<file path="src/verilog/ais_pkg.sv">
// Shared constants, field layout and state types of the two-wire ADC setup front end
package ais_pkg;

   // Bit counting on the serial link
   localparam logic [3:0] BIT_CNT_ZERO = 4'h0;
   localparam logic [3:0] BIT_CNT_ONE  = 4'h1;
   localparam logic [3:0] BIT_CNT_LAST = 4'h8;

   // Address byte layout
   localparam int ADDR_HI  = 7;
   localparam int ADDR_LO  = 1;
   localparam int RW_BIT   = 0;
   localparam int HS_HI    = 7;
   localparam int HS_LO    = 3;
   localparam logic [4:0] HS_CODE_PREFIX = 5'h01;

   // Written byte layout, shared by the setup and the configuration byte
   localparam int REG_BIT     = 7;
   localparam int REF_SEL_HI  = 6;
   localparam int REF_SEL_LO  = 4;
   localparam int CLK_SEL_BIT = 3;
   localparam int POL_BIT     = 2;
   localparam int CFG_RST_BIT = 1;
   localparam int CFG_HI      = 6;
   localparam int CFG_LO      = 0;
   localparam int CS_HI       = 4;
   localparam int CS_LO       = 1;
   localparam int SCAN_LO     = 5;
   localparam int TX_NEXT_BIT = 6;

   // Power-up values
   localparam logic [2:0] REF_SEL_RESET = 3'h0;
   localparam logic       CLK_SEL_RESET = 1'b0;
   localparam logic       POL_RESET     = 1'b0;
   localparam logic [6:0] CFG_RESET     = 7'h01;

   // Result coding limits
   localparam logic [7:0]        UNI_ZERO  = 8'h00;
   localparam logic [7:0]        BIP_MAX   = 8'h7f;
   localparam logic [7:0]        BIP_MIN   = 8'h80;
   localparam logic signed [8:0] BIP_HI_9  = 9'sh07f;
   localparam logic signed [8:0] BIP_LO_9  = 9'sh180;

   typedef enum logic [2:0] {ST_IDLE, ST_ADDR, ST_ACK, ST_WRITE, ST_READ, ST_MACK} ais_state_t;
   typedef enum logic [1:0] {ACK_RD, ACK_WR, ACK_DATA, ACK_HS} ais_ack_t;

endpackage

</file>
<file path="src/verilog/ais_sync.sv">
// Two-stage synchroniser for the bus pins
`timescale 1ns/1ps
`default_nettype none
module ais_sync #(
   parameter int WIDTH = 2
) (
   input  wire logic             clk,
   input  wire logic             rst_b,
   input  wire logic [WIDTH-1:0] d,
   output logic      [WIDTH-1:0] q
);
   typedef struct packed {
      logic [WIDTH-1:0] s2;
      logic [WIDTH-1:0] s1;
   } ais_sync_st_t;

   ais_sync_st_t st_q;
   ais_sync_st_t st_d;

   // First stage feeds only the second stage
   always_comb begin
      st_d    = st_q;
      st_d.s1 = d;
      st_d.s2 = st_q.s1;
   end

   // Idle bus lines rest high, so reset to ones
   always_ff @(posedge clk) begin
      if (!rst_b) begin
         st_q <= '1;
      end else begin
         st_q <= st_d;
      end
   end

   assign q = st_q.s2;

endmodule // ais_sync
`default_nettype wire

</file>
<file path="src/verilog/ais_result_coder.sv">
// Result coding for single-ended, unipolar and bipolar input modes
`timescale 1ns/1ps
`default_nettype none
module ais_result_coder
   import ais_pkg::*;
(
   input  wire logic       input_mode_select,
   input  wire logic       polarity_select,
   input  wire logic [7:0] sample_pos,
   input  wire logic [7:0] sample_neg,
   output logic      [7:0] result
);
   logic signed [8:0] diff;

   // Difference of the two inputs, then clamp to the range of the mode
   always_comb begin
      diff = $signed({1'b0, sample_pos}) - $signed({1'b0, sample_neg});
      if (input_mode_select) begin
         result = sample_pos;
      end else if (!polarity_select) begin
         result = diff[8] ? UNI_ZERO : diff[7:0];
      end else if (diff > BIP_HI_9) begin
         // two's complement, saturating at half scale
         result = BIP_MAX;
      end else if (diff < BIP_LO_9) begin
         result = BIP_MIN;
      end else begin
         result = diff[7:0];
      end
   end

endmodule // ais_result_coder
`default_nettype wire

</file>
<file path="src/verilog/ais_slave.sv">
// Two-wire slave front end with setup byte decode for a multichannel 8-bit ADC
//
// Operation
// - Setup bits 6..4 select reference and shared pin; power-up 000.
// - Setup bit 1 low restores configuration defaults; high does nothing; bit 0 ignored.
// - Setup bit 2 picks unipolar (0) or bipolar (1) in pseudo-differential mode.
// - Single-ended mode: result is selected channel against ground.
// - Pseudo-differential mode: result is positive minus negative input of pair.
// - Unipolar: straight binary, negative difference gives all zeros.
// - Bipolar: two's complement over plus or minus half reference.
// - Single-ended mode always codes unipolar, ignoring polarity bit.
// - Nine clocks per byte; data stable while clock high except start/stop.
// - Both lines released high while the bus is idle.
// - Repeated start keeps bus active and timing mode unchanged.
// - Receiver acknowledges low through ninth clock high; not-acknowledge leaves high.
// - Idle device watches for start plus own fixed address, ignores others.
// - Last address bit: zero master writes, one master reads.
// - Matching address is acknowledged low for one clock.
// - Power-up uses fast/standard timing; high-speed needed for top rates.
// - Conversion clock select defaults zero internal, one uses bus clock.
// - Master code 00001xxx is not acknowledged, enters high-speed; stop leaves.
`timescale 1ns/1ps
`default_nettype none
module ais_slave
   import ais_pkg::*;
#(
   parameter logic [6:0] DEV_ADDR = 7'h2a  // Arbitrary value, set per product
) (
   input  wire logic       REF_CLK,
   input  wire logic       RST_B,
   input  wire logic       SCL_I,
   input  wire logic       SDA_I,
   output logic            SDA_O,
   output logic            SDA_OE,
   input  wire logic [7:0] SAMPLE_POS,
   input  wire logic [7:0] SAMPLE_NEG,
   output logic [2:0]      REFERENCE_SELECT,
   output logic            CONV_CLOCK_SELECT,
   output logic            POLARITY_SELECT,
   output logic            INPUT_MODE_SELECT,
   output logic [3:0]      CHANNEL_SELECT,
   output logic [1:0]      SCAN_SELECT,
   output logic            HS_MODE,
   output logic            BUS_BUSY,
   output logic [7:0]      RESULT_CODE
);
   typedef struct packed {
      ais_state_t state;
      ais_ack_t   kind;
      logic [3:0] cnt;
      logic [7:0] shreg;
      logic       scl_p;
      logic       sda_p;
      logic       sda_o;
      logic       sda_oe;
      logic       hs;
      logic       busy;
      logic [2:0] ref_sel;
      logic       clk_sel;
      logic       pol;
      logic [6:0] cfg;
      logic [7:0] result;
   } ais_st_t;

   ais_st_t    q;
   ais_st_t    d;
   logic [1:0] pins_s;
   logic       scl_s;
   logic       sda_s;
   logic       scl_rise;
   logic       scl_fall;
   logic       start_w;
   logic       stop_w;
   logic       setup_load;
   logic       cfg_rst;
   logic       hs_set;
   logic [7:0] result_w;

   // Bus pins come from another domain, so two flops before any use
   ais_sync #(
      .WIDTH (2)
   ) u_sync (
      .clk   (REF_CLK),
      .rst_b (RST_B),
      .d     ({SCL_I, SDA_I}),
      .q     (pins_s)
   );

   ais_result_coder u_coder (
      .input_mode_select (q.cfg[CFG_LO]),
      .polarity_select   (q.pol),
      .sample_pos        (SAMPLE_POS),
      .sample_neg        (SAMPLE_NEG),
      .result            (result_w)
   );

   // Edges of the synchronised lines
   assign scl_s    = pins_s[1];
   assign sda_s    = pins_s[0];
   assign scl_rise = scl_s && !q.scl_p;
   assign scl_fall = !scl_s && q.scl_p;
   // data edges while clock high frame a transfer
   assign start_w  = scl_s && q.scl_p && q.sda_p && !sda_s;
   assign stop_w   = scl_s && q.scl_p && !q.sda_p && sda_s;

   // Next-state logic; the device only moves data on clock falls so the
   // line stays put through every high phase
   always_comb begin
      d          = q;
      setup_load = 1'b0;
      cfg_rst    = 1'b0;
      hs_set     = 1'b0;
      d.scl_p    = scl_s;
      d.sda_p    = sda_s;
      d.result   = result_w;
      if (start_w) begin
         // repeated start leaves the timing mode alone
         d.state  = ST_ADDR;
         d.cnt    = BIT_CNT_ZERO;
         d.sda_oe = 1'b0;
         d.busy   = 1'b1;
      end else if (stop_w) begin
         d.state  = ST_IDLE;
         d.sda_oe = 1'b0;
         d.hs     = 1'b0;
         d.busy   = 1'b0;
      end else if (scl_rise) begin
         unique case (q.state)
            ST_ADDR, ST_WRITE: begin
               d.shreg = {q.shreg[TX_NEXT_BIT:0], sda_s};
               d.cnt   = q.cnt + BIT_CNT_ONE;
            end
            ST_READ: begin
               d.cnt = q.cnt + BIT_CNT_ONE;
            end
            ST_MACK: begin
               // master not-acknowledge ends the read, line stays free
               if (sda_s) begin
                  d.state = ST_IDLE;
               end else begin
                  d.state = ST_ACK;
                  d.kind  = ACK_RD;
               end
            end
            ST_IDLE, ST_ACK: begin
            end
         endcase
      end else if (scl_fall) begin
         unique case (q.state)
            ST_ADDR: begin
               if (q.cnt == BIT_CNT_LAST) begin
                  if (q.shreg[ADDR_HI:ADDR_LO] == DEV_ADDR) begin
                     // drive the acknowledge for the ninth clock
                     d.state  = ST_ACK;
                     d.sda_oe = 1'b1;
                     // direction from the last address bit
                     d.kind   = q.shreg[RW_BIT] ? ACK_RD : ACK_WR;
                  end else if (q.shreg[HS_HI:HS_LO] == HS_CODE_PREFIX) begin
                     d.state = ST_ACK;
                     d.kind  = ACK_HS;
                  end else begin
                     d.state = ST_IDLE;
                  end
               end
            end
            ST_WRITE: begin
               if (q.cnt == BIT_CNT_LAST) begin
                  d.state  = ST_ACK;
                  d.kind   = ACK_DATA;
                  d.sda_oe = 1'b1;
               end
            end
            ST_ACK: begin
               d.sda_oe = 1'b0;
               d.cnt    = BIT_CNT_ZERO;
               unique case (q.kind)
                  ACK_RD: begin
                     // Present the result MSB right after the slot
                     d.state  = ST_READ;
                     d.shreg  = q.result;
                     d.sda_oe = !q.result[REG_BIT];
                  end
                  ACK_WR: begin
                     d.state = ST_WRITE;
                  end
                  ACK_DATA: begin
                     d.state = ST_WRITE;
                     // bit 7 tells setup from configuration
                     if (q.shreg[REG_BIT]) begin
                        // load only once the byte was acknowledged
                        setup_load = 1'b1;
                        d.ref_sel  = q.shreg[REF_SEL_HI:REF_SEL_LO];
                        d.clk_sel  = q.shreg[CLK_SEL_BIT];
                        d.pol      = q.shreg[POL_BIT];
                        // low bit 1 resets configuration only
                        if (!q.shreg[CFG_RST_BIT]) begin
                           cfg_rst = 1'b1;
                           d.cfg   = CFG_RESET;
                        end
                     end else begin
                        d.cfg = q.shreg[CFG_HI:CFG_LO];
                     end
                  end
                  ACK_HS: begin
                     hs_set  = 1'b1;
                     d.hs    = 1'b1;
                     d.state = ST_IDLE;
                  end
               endcase
            end
            ST_READ: begin
               if (q.cnt == BIT_CNT_LAST) begin
                  // Release for the master's acknowledge
                  d.state  = ST_MACK;
                  d.sda_oe = 1'b0;
               end else begin
                  d.shreg  = {q.shreg[TX_NEXT_BIT:0], 1'b0};
                  d.sda_oe = !q.shreg[TX_NEXT_BIT];
               end
            end
            ST_IDLE, ST_MACK: begin
            end
         endcase
      end
   end

   // State register; power-up in fast/standard timing
   always_ff @(posedge REF_CLK) begin
      if (!RST_B) begin
         q         <= '0;
         q.state   <= ST_IDLE;
         q.kind    <= ACK_WR;
         q.scl_p   <= 1'b1;
         q.sda_p   <= 1'b1;
         q.ref_sel <= REF_SEL_RESET;
         q.clk_sel <= CLK_SEL_RESET;
         q.pol     <= POL_RESET;
         q.cfg     <= CFG_RESET;
      end else begin
         q <= d;
      end
   end

   // Outputs straight from the state register
   assign SDA_O             = q.sda_o;  // Open drain: only ever pulls low
   assign SDA_OE            = q.sda_oe;
   assign REFERENCE_SELECT  = q.ref_sel;
   assign CONV_CLOCK_SELECT = q.clk_sel;
   assign POLARITY_SELECT   = q.pol;
   // zero selects pseudo-differential pairs in the coder
   assign INPUT_MODE_SELECT = q.cfg[CFG_LO];
   assign CHANNEL_SELECT    = q.cfg[CS_HI:CS_LO];
   assign SCAN_SELECT       = q.cfg[CFG_HI:SCAN_LO];
   assign HS_MODE           = q.hs;
   assign BUS_BUSY          = q.busy;
   assign RESULT_CODE       = q.result;
endmodule // ais_slave
`default_nettype wire

</file>
<file path="config.mk">
export PLATFORM = sky130hd
export DESIGN_NAME = ais_slave
export DESIGN_NICKNAME = d
export VERILOG_FILES = /design/src/verilog/ais_pkg.sv /design/src/verilog/ais_sync.sv /design/src/verilog/ais_result_coder.sv /design/src/verilog/ais_slave.sv
export SDC_FILE = /design/constraint.sdc
export NUM_CORES = 1
export LEC_CHECK = 0
export ABC_AREA = 1
export BUFFER_PORTS_ARGS = -buffer_cell sky130_fd_sc_hd__buf_4
export CAP_MARGIN = 25
export CELL_PAD_IN_SITES_DETAIL_PLACEMENT = 1
export CELL_PAD_IN_SITES_GLOBAL_PLACEMENT = 2
export CORE_UTILIZATION = 34
export CTS_CLUSTER_SIZE = 30
export DETAILED_ROUTE_END_ITERATION = 8
export PLACE_DENSITY = 0.88
export SYNTH_ARGS = -nofsm -noshare
export SYNTH_HDL_FRONTEND = slang
export SYNTH_SLANG_ARGS = --single-unit
</file>
<file path="constraint.sdc">
create_clock -name REF_CLK -period 4 [get_ports REF_CLK]
set_clock_uncertainty 0.1 [all_clocks]
set_input_delay 0.4 -clock REF_CLK [delete_from_list [all_inputs] [get_ports REF_CLK]]
set_output_delay 0.4 -clock REF_CLK [all_outputs]
set_load 0.01 [all_outputs]
</file>
==> impl_metrics.csv, run 1 <==
group,metric,value,unit
critical_path,crit_chain,"inv_1 -> ha_1 -> inv_1 -> nand2_4 -> clkinv_2 -> nand3_1 -> nand4_2 -> a21oi_1 -> nor2_1",
floorplan,pin_count,44,
layout,drive_gt1_share,20.8,%
drt,totalWireLength,7.57,mm
critical_path,setup.worst_path.end_class,"flip-flop",
layout,n_antenna_cell,0,
placement,place_congestion,0.962,
power,ir_drop,137,uV
floorplan,num_rows,33,
critical_path,arrival,2.29,ns
clock_tree,hold_buffers,0,
synthesis,synth_edf_count,0,
sta,post-route-period-util,55.0,%
synthesis,yosys-top-cells-count,"98 x nand2_1, 46 x dfxtp_1, 41 x inv_1",
critical_path,reg2reg_to,"q[40]",
critical_path,path_delay_family,"simple AND/OR/NAND/NOR gates",
drt,firstDrtPassIters,4,
global_route,grt_remaining_overflow,0,
critical_path,r2r-start,"q[25]",
clock_tree,clockRootBuffer,"clkbuf_8",
clock_tree,cts_resized,0,
critical_path,crit_slowest_cell,"ha_1",
clock_tree,cts_buffers,5,
worst_hold_path,hold_start,"SCL_I",
sta,hold_ws,0.172,ns
worst_hold_path,min_path_cells,2,
placement,hpwl,6.11,mm
sta,rsz0062_at_grt,"false",
drt,drt_iter0_drc,76,
critical_path,path_buf_inv,3,
synthesis,avgSynthCellArea,7.12,um^2
critical_path,critical_path.max_fanout,12,
synthesis,synth.top_cell.area_share,31.8,%
drt,drtAntennaViolNets,0,
clock_tree,path_clk_slew,0.10,ns
synthesis,postSynthCellCount,407,
drt,viasPerCell,4.80,
critical_path,cpMostUsedCell,"inv_1",
critical_path,crit_start,"q[25]",
flow_run,drv_cap,0,
critical_path,critPathRequiredTime,4.10,ns
clock_tree,h-tree-depth,2,
sta,worst-slew-pin-transition,0.734,ns
drt,wire_per_inst,14.1,um
sta,max_freq,0.455,GHz
layout,nets,470,
floorplan,die_w,94.3,um
synthesis,yosysSeqAreaShare,31.8,%
placement,dp_slack,1.76,ns
drt,routed-via-count,2582,
global_route,grt_pass1_vias,2599,
clock_tree,clk_path_buf_depth,2,
global_route,track_usage,18.3,%
worst_hold_path,hp-class,"in2reg",
sta,setup_tns,0,ns
sta,drv_slew,0,
global_route,antenna_found_initial,0,
sta,hold_viol,0,
synthesis,synthMostInstantiatedCell,"nand2_1",
sta,period_minus_slack,2.20,ns
critical_path,r2r_cells,9,
synthesis,yosys.area.top_type,"dfxtp_1",
worst_hold_path,holdPathEnd,"u_sync.st_d[3]",
floorplan,die-area,8900,um^2
synthesis,synthFlopType,"dfxtp_1",
drt,drc,0,
synthesis,synthDistinctLibCells,44,
synthesis,synth-seq-cells,46,
clock_tree,postCtsSetupRepairBufs,0,
synthesis,mappedNetlistNets,445,
power,p_leak,0.00155,uW
synthesis,yosys_warnings,0,
placement,io_buffers,42,
critical_path,critical_path_class,"reg2reg",
floorplan,fp.dieH,94.3,um
power,power_density,288,nW/um^2
critical_path,slowest_delay,0.44,ns
sta,setup_violations,0,
clock_tree,clock_sinks,46,
synthesis,netlist_top_cells_area,"dfxtp_1 32%, nand2_1 13%, ha_1 7.3%",
clock_tree,cts_tree,"built",
critical_path,start_kind,"flip-flop",
global_route,grt_max_degree,22,
global_route,grt_pass1_wl,12.6,mm
floorplan,core_area,8220,um^2
synthesis,syn_area,2900,um^2
clock_tree,clkLatencyLatePin,0.31,ns
layout,nFillCells,1047,
critical_path,reg2reg_slack,1.80,ns
layout,syn_to_final_growth,12.9,%
synthesis,synthArstFlopShare,0,%
status,outcome,"completed",
floorplan,start_util,35.3,%
sta,fin_ws,1.80,ns
sta,slew_headroom,51.0,%
[state kept, by name (all words and copies together) (netlist names)]
| name | flops |
|---|---|
| u_sync.q | 2 |
| REFERENCE_SELECT | 3 |
| HS_MODE | 1 |
| INPUT_MODE_SELECT | 1 |
| SDA_OE | 1 |
| SCAN_SELECT | 2 |
| CHANNEL_SELECT | 4 |
| RESULT_CODE | 8 |
| POLARITY_SELECT | 1 |
| BUS_BUSY | 1 |
| CONV_CLOCK_SELECT | 1 |
| q | 19 |
| u_sync.st_d | 2 |
[logic make-up (layout without fill, tap and decap cells)]
kind of cell | Yosys count | in the layout | synth area share [%]
fa+ha+maj | 18 | 18 | 8.03
simple gates | 191 | 191 | 31.1
compound gates | 70 | 70 | 14.7
xor+xnor | 5 | 5 | 1.51
other cells | 1 | 1 | 0.129
flops | 46 | 46 | 31.8
buf+inv | 76 | 102 | 12.7
[how the worst max path moves through the flow]
| stage | endpoint | cells after the start |
|---|---|---|
| after CTS | q[40] | 9 |
| after global placement | RESULT_CODE[2] | 13 |
| after detailed placement | RESULT_CODE[0] | 13 |
| after floorplan | RESULT_CODE[0] | 12 |
| final | q[40] | 9 |
| after global routing | q[40] | 9 |
[routing by layer]
| metal | wire length (um) | global-route usage, % |
|---|---|---|
| met5 | 0 | 0 |
| met4 | 74 | 4.74 |
| met3 | 171 | 2.59 |
| met1 | 3460 | 22.3 |
| met2 | 3870 | 33.2 |
[cells in the final DEF (no fill, tap or decap), types with 3 or more instances in the layout]
master    count
nand2_1      98
inv_2         8
a21oi_1      31
or2_2         5
ha_1         17
o21ai_0      22
a21oi_2       5
inv_1        41
nand3_1      31
dfxtp_1      46
o211ai_1      3
clkbuf_8      5
nand2_4       3
nor3_1        5
nor2_1       35
buf_4        42
xor2_1        3
[where the power goes]
group / leakage (uW) / switching [uW] / internal (uW)
clock: 0.0000447 / 174 / 126
sequential: 0.000374 / 9.48 / 467
combinational: 0.00113 / 99.9 / 64.0
total: 0.00155 / 284 / 658
[layout make-up]
| cell class | instances | area (um^2) | area share (%) |
|---|---|---|---|
| multi-input combinational | 285 | 1610 | 49.1 |
| sequential | 46 | 921 | 28.1 |
| timing repair buffer | 42 | 315 | 9.64 |
| inverter | 52 | 203 | 6.20 |
| tap | 105 | 131 | 4.02 |
| clock buffer | 5 | 68.8 | 2.10 |
| clock inverter | 3 | 25.0 | 0.765 |
[per-stage QoR]
stage          instance area, um^2  cells  total power [uW]  util (%)
6_report                      3270    538               942      39.8
2_1_floorplan                 2900    407               606         -
3_5_place_dp                  3180    530               652      38.7
5_1_grt                       3270    538               992      39.8
3_3_place_gp                  3180    530               649      38.7
4_1_cts                       3270    538               954      39.8
No activity file was read; power rests on OpenSTA's default activity.
==> run 2, diff against run 1 <==
--- a/config.mk
+++ b/config.mk
@@ -10,10 +10,10 @@
 export CAP_MARGIN = 25
 export CELL_PAD_IN_SITES_DETAIL_PLACEMENT = 1
 export CELL_PAD_IN_SITES_GLOBAL_PLACEMENT = 2
-export CORE_UTILIZATION = 34
+export CORE_UTILIZATION = 32
 export CTS_CLUSTER_SIZE = 30
 export DETAILED_ROUTE_END_ITERATION = 8
-export PLACE_DENSITY = 0.88
+export PLACE_DENSITY = 0.84
 export SYNTH_ARGS = -nofsm -noshare
 export SYNTH_HDL_FRONTEND = slang
 export SYNTH_SLANG_ARGS = --single-unit
==> constraint.sdc (replaced) <==
create_clock -name REF_CLK -period 2.3 [get_ports REF_CLK]
set_clock_uncertainty 0.1 [all_clocks]
set_input_delay 0.23 -clock REF_CLK [delete_from_list [all_inputs] [get_ports REF_CLK]]
set_output_delay 0.23 -clock REF_CLK [all_outputs]
set_load 0.01 [all_outputs]
==> impl_metrics.csv, run 2 (same netlist as run 1, synthesis figures left out) <==
group,metric,value,unit
status,outcome,"completed",
drt,firstDrtPassIters,4,
layout,n_antenna_cell,0,
layout,syn_to_final_growth,15.1,%
clock_tree,clockRootBuffer,"clkbuf_8",
floorplan,pin_count,44,
critical_path,reg2reg_slack,0.45,ns
power,p_leak,0.00158,uW
clock_tree,clkLatencyLatePin,0.32,ns
floorplan,die_w,97.2,um
clock_tree,clk_path_buf_depth,2,
flow_run,drv_cap,0,
drt,totalWireLength,7.54,mm
drt,drt_iter0_drc,71,
drt,drtAntennaViolNets,0,
critical_path,setup.worst_path.end_class,"flip-flop",
floorplan,start_util,33.1,%
drt,viasPerCell,4.81,
layout,multi_input_area,1610,um^2
power,p_int,1260,uW
floorplan,die-area,9440,um^2
global_route,grt_max_degree,22,
power,pwr-share-clk,36.8,%
sta,period_minus_slack,1.85,ns
global_route,antenna_found_initial,0,
layout,nets,474,
sta,hold_viol,0,
global_route,grt_pass1_wl,12.8,mm
sta,setup_violations,0,
critical_path,arrival,2.00,ns
clock_tree,path_clk_slew,0.11,ns
clock_tree,cts_buffers,5,
critical_path,crit_start,"q[25]",
worst_hold_path,hp-class,"in2reg",
power,seqPwrFrac,46.9,%
critical_path,crit_slowest_cell,"dfxtp_1",
power,comb_power_share,16.3,%
critical_path,crit_chain,"inv_1 -> ha_1 -> inv_1 -> nand2_1 -> nor2_2 -> nand4_2 -> clkinv_2 -> nor2_1 -> nor2_1",
sta,max_freq,0.540,GHz
clock_tree,cts_tree,"built",
layout,post-route-util,38.0,%
critical_path,start_kind,"flip-flop",
critical_path,cp-endpoint,"POLARITY_SELECT",
global_route,track_usage,16.7,%
layout,largest_reg_flops,19,
clock_tree,postCtsSetupRepairBufs,0,
placement,hpwl,6.11,mm
layout,drive_gt1_share,21.1,%
power,ir_drop,244,uV
critical_path,critPathRequiredTime,2.45,ns
power,netSwitchingFraction,28.7,%
placement,place_congestion,0.842,
placement,dpl.cell_count,535,
critical_path,r2r_cells,9,
sta,drv_slew,0,
drt,routed-via-count,2621,
placement,placed_area,3200,um^2
layout,nFillCells,1101,
floorplan,num_rows,34,
sta,setup_tns,0,ns
clock_tree,clock_sinks,46,
layout,regArea,921,um^2
sta,rsz0062_at_grt,"false",
clock_tree,h-tree-depth,2,
layout,regMostFlops,"q",
layout,layout_commonest_cell,"nand2_1",
global_route,grt_remaining_overflow,0,
power,power_density,530,nW/um^2
layout,final_cell_mix,"98 x nand2_1, 46 x dfxtp_1, 44 x buf_4",
critical_path,critical_path_class,"reg2reg",
critical_path,critical_path.max_fanout,6,
critical_path,reg2reg_to,"POLARITY_SELECT",
global_route,grt_pass1_vias,2725,
floorplan,fp.dieH,97.2,um
layout,finalInstanceArea,3330,um^2
critical_path,slowest_delay,0.38,ns
critical_path,r2r-start,"q[25]",
drt,drc,0,
sta,post-route-period-util,80.6,%
power,switchingPower,508,uW
layout,final_cells,545,
floorplan,core_area,8760,um^2
placement,io_buffers,42,
drt,wire_per_inst,13.8,um
==> run 2: critical path, delay by kind of cell, from the launching register on <==
family        cells  cell delay [ns]
fa+ha+maj         1             0.20
buf+inv           3             0.44
simple gates      5             0.66
flops             1             0.38
==> run 2: worst min path at each step <==
stage,start,depth (start not counted),endpoint,slack (ns)
final,SAMPLE_POS[7],3,RESULT_CODE[7],0.08
after global routing,SAMPLE_POS[7],3,RESULT_CODE[7],0.09
after CTS,SAMPLE_POS[7],3,RESULT_CODE[7],0.07
after detailed placement,u_sync.st_d[2],1,u_sync.q[0],0.30
after global placement,u_sync.st_d[2],1,u_sync.q[0],0.29
after floorplan,SDA_I,1,u_sync.st_d[2],0.24
==> run 2: final cells by class <==
class / count / share of cell area [%]
Timing Repair Buffer: 46 / 10.5
Multi-Input combinational cell: 285 / 48.2
Clock buffer: 5 / 2.06
Tap cell: 108 / 4.05
Clock inverter: 3 / 1.46
Sequential cell: 46 / 27.6
Inverter: 52 / 6.08
==> run 2: timing repair <==
action,CTS,global route
hold endpoints to repair,2,0
gates resized for setup,0,0
hold buffers,2,0
==> run 2: metal layers <==
layer | up-vias | share of wire, % | global-route usage [%]
met3 | 7 | 2.0 | 2.37
met5 | - | 0 | 0
met1 | 1238 | 44 | 20.1
met4 | 0 | 1.5 | 5.74
met2 | 31 | 52 | 30.3
li1 | 1345 | - | -
==> run 2: power groups by stage <==
| stage | registers, uW | logic (uW) | clock network, uW |
|---|---|---|---|
| final | 829 | 289 | 649 |
| after global routing | 831 | 327 | 699 |
| after CTS | 829 | 294 | 664 |
| after detailed placement | 848 | 289 | 0 |
| after global placement | 847 | 286 | 0 |
| after floorplan | 843 | 210 | 0 |
==> run 2: through the flow <==
| step | hold WS [ns] | power (uW) | setup WS, ns |
|---|---|---|---|
| 2_1_floorplan | 0.237 | 1050 | 0.613 |
| 3_3_place_gp | 0.294 | 1130 | 0.335 |
| 3_5_place_dp | 0.303 | 1140 | 0.253 |
| 4_1_cts | 0.0748 | 1790 | 0.409 |
| 5_1_grt | 0.0860 | 1860 | 0.273 |
| 6_report | 0.0757 | 1770 | 0.447 |
==> run 3, diff against run 2 <==
--- a/config.mk
+++ b/config.mk
@@ -10,10 +10,10 @@
 export CAP_MARGIN = 25
 export CELL_PAD_IN_SITES_DETAIL_PLACEMENT = 1
 export CELL_PAD_IN_SITES_GLOBAL_PLACEMENT = 2
-export CORE_UTILIZATION = 32
+export CORE_UTILIZATION = 29
 export CTS_CLUSTER_SIZE = 30
 export DETAILED_ROUTE_END_ITERATION = 8
-export PLACE_DENSITY = 0.84
+export PLACE_DENSITY = 0.8
 export SYNTH_ARGS = -nofsm -noshare
 export SYNTH_HDL_FRONTEND = slang
 export SYNTH_SLANG_ARGS = --single-unit
==> constraint.sdc (replaced) <==
create_clock -name REF_CLK -period 1.5 [get_ports REF_CLK]
set_clock_uncertainty 0.1 [all_clocks]
set_input_delay 0.15 -clock REF_CLK [delete_from_list [all_inputs] [get_ports REF_CLK]]
set_output_delay 0.15 -clock REF_CLK [all_outputs]
set_load 0.01 [all_outputs]
==> impl_metrics.csv, run 3 (same netlist as run 1, synthesis figures left out) <==
group,metric,value,unit
drt,drtAntennaViolNets,0,
sta,setup_violations,31,
global_route,grt_pass1_vias,3139,
status,outcome,"finished with violations",
critical_path,setup.worst_path.end_class,"flip-flop",
flow_run,drv_cap,0,
sta,hold_viol,0,
layout,nets,559,
sta,post-route-period-util,113,%
placement,placed_area,3830,um^2
layout,final_cell_mix,"120 x buf_4, 72 x nand2_1, 40 x dfxtp_1",
global_route,grt_max_degree,21,
floorplan,pin_count,44,
global_route,track_usage,18.4,%
global_route,grt_pass1_wl,14.9,mm
power,comb_power_share,23.2,%
sta,max_freq,0.590,GHz
power,p_leak,0.00205,uW
clock_tree,path_clk_slew,0.10,ns
clock_tree,clk_path_buf_depth,2,
floorplan,die-area,10400,um^2
layout,finalInstanceArea,4510,um^2
floorplan,start_util,29.8,%
power,netSwitchingFraction,28.2,%
drt,drt_iter0_drc,102,
floorplan,core_area,9730,um^2
floorplan,fp.dieH,102,um
drt,routed-via-count,3037,
placement,place_congestion,0.814,
sta,rsz0062_at_grt,"true",
floorplan,die_w,102,um
sta,fin_ws,-0.196,ns
clock_tree,cts_buffers,5,
power,ir_drop,378,uV
power,seqPwrFrac,40.3,%
drt,viasPerCell,4.64,
clock_tree,clock_sinks,46,
clock_tree,cts_tree,"built",
critical_path,start_kind,"flip-flop",
power,switchingPower,883,uW
sta,drv_slew,0,
power,pwr-share-clk,36.4,%
critical_path,reg2reg_slack,-0.20,ns
power,power_density,695,nW/um^2
clock_tree,h-tree-depth,2,
drt,drc,0,
global_route,antenna_found_initial,0,
layout,layout_commonest_cell,"buf_4",
critical_path,critPathRequiredTime,1.59,ns
global_route,grt_remaining_overflow,0,
layout,drive_gt1_share,51.3,%
critical_path,critical_path.max_fanout,8,
placement,dpl.cell_count,631,
floorplan,num_rows,36,
placement,io_buffers,42,
power,p_int,2250,uW
sta,period_minus_slack,1.70,ns
layout,final_cells,655,
clock_tree,clkLatencyLatePin,0.31,ns
layout,syn_to_final_growth,55.7,%
layout,regMostFlops,"q",
layout,largest_reg_flops,19,
drt,firstDrtPassIters,4,
placement,hpwl,7.07,mm
drt,totalWireLength,9.81,mm
worst_hold_path,hp-class,"in2reg",
critical_path,arrival,1.78,ns
layout,n_antenna_cell,0,
critical_path,critical_path_class,"reg2reg",
drt,wire_per_inst,15.0,um
clock_tree,clockRootBuffer,"clkbuf_8",
status,violations,"negative setup slack",
## run 3: cell types whose count changed in the layout (fill, tap and decap cells not counted), sizes merged
cell,previous run,this run
o21ai,24,25
buf,44,126
inv,50,51
clkinvlp,1,0
nor2,40,41
bufinv,1,2
## run 3: worst max-delay path, stage by stage (launching register included)
cell and delay [ns]:
dfxtp_4 0.38, ha_4 0.16, inv_2 0.03, nor2_1 0.03, nand2_1 0.10, nand2_2 0.09, inv_4 0.09, nand2_4 0.08
nor2_4 0.22, nand2_4 0.15, nand2_2 0.09, a21oi_1 0.06
## run 3: worst paths after layout
| path | start | cells past startpoint | end |
|---|---|---|---|
| max | q[25] | 11 | q[26] |
| min | SAMPLE_POS[7] | 3 | RESULT_CODE[7] |
| min reg2reg | u_sync.st_d[2] | 1 | u_sync.q[0] |
| max reg2reg | q[25] | 11 | q[26] |
## run 3: per-layer routing
layer,vias to the layer above,GRT usage (%),share of wire [%]
li1,1521,-,-
met1,1466,21.2,41
met2,41,35.2,55
met3,9,2.74,2.2
met4,0,4.51,1.5
met5,-,0,0
## run 3: power by group through the flow
stage | Sequential, uW | Clock [uW] | Combinational (uW)
global route | 1270 | 1210 | 794
global placement | 1290 | 0 | 579
detailed placement | 1290 | 0 | 596
finish | 1260 | 1140 | 729
CTS | 1270 | 1160 | 642
floorplan | 1290 | 0 | 335
## run 3: per-stage QoR
step	worst slack [ns]	power [uW]	setup TNS, ns	utilization (%)	hold WS, ns
after global placement	-0.249	1870	-6.40	39.4	0.238
after global routing	-0.257	3280	-6.67	46.4	0.0416
after detailed placement	-0.299	1890	-7.93	39.4	0.242
after CTS	-0.144	3070	-3.18	43.2	0.0379
after floorplan	-0.0712	1630	-0.546	-	0.157
final	-0.196	3140	-4.16	46.4	0.0443
## run 3: repair_timing
item	4_1_cts	5_1_grt
hold endpoints to repair	2	0
hold buffers	2	0
gates cloned	3	0
setup endpoints to repair	30	38
resized for setup	47	78
pin swaps	20	33
buffers inserted	6	5
## run 3: layout make-up
class	instances	area, um^2
clock buffer	5	68.8
fill	1237	5220
timing repair inverter	1	6.26
clock inverter	3	68.8
timing repair buffer	128	1010
sequential	46	933
tap	133	166
multi-input combinational	287	2040
inverter	52	223
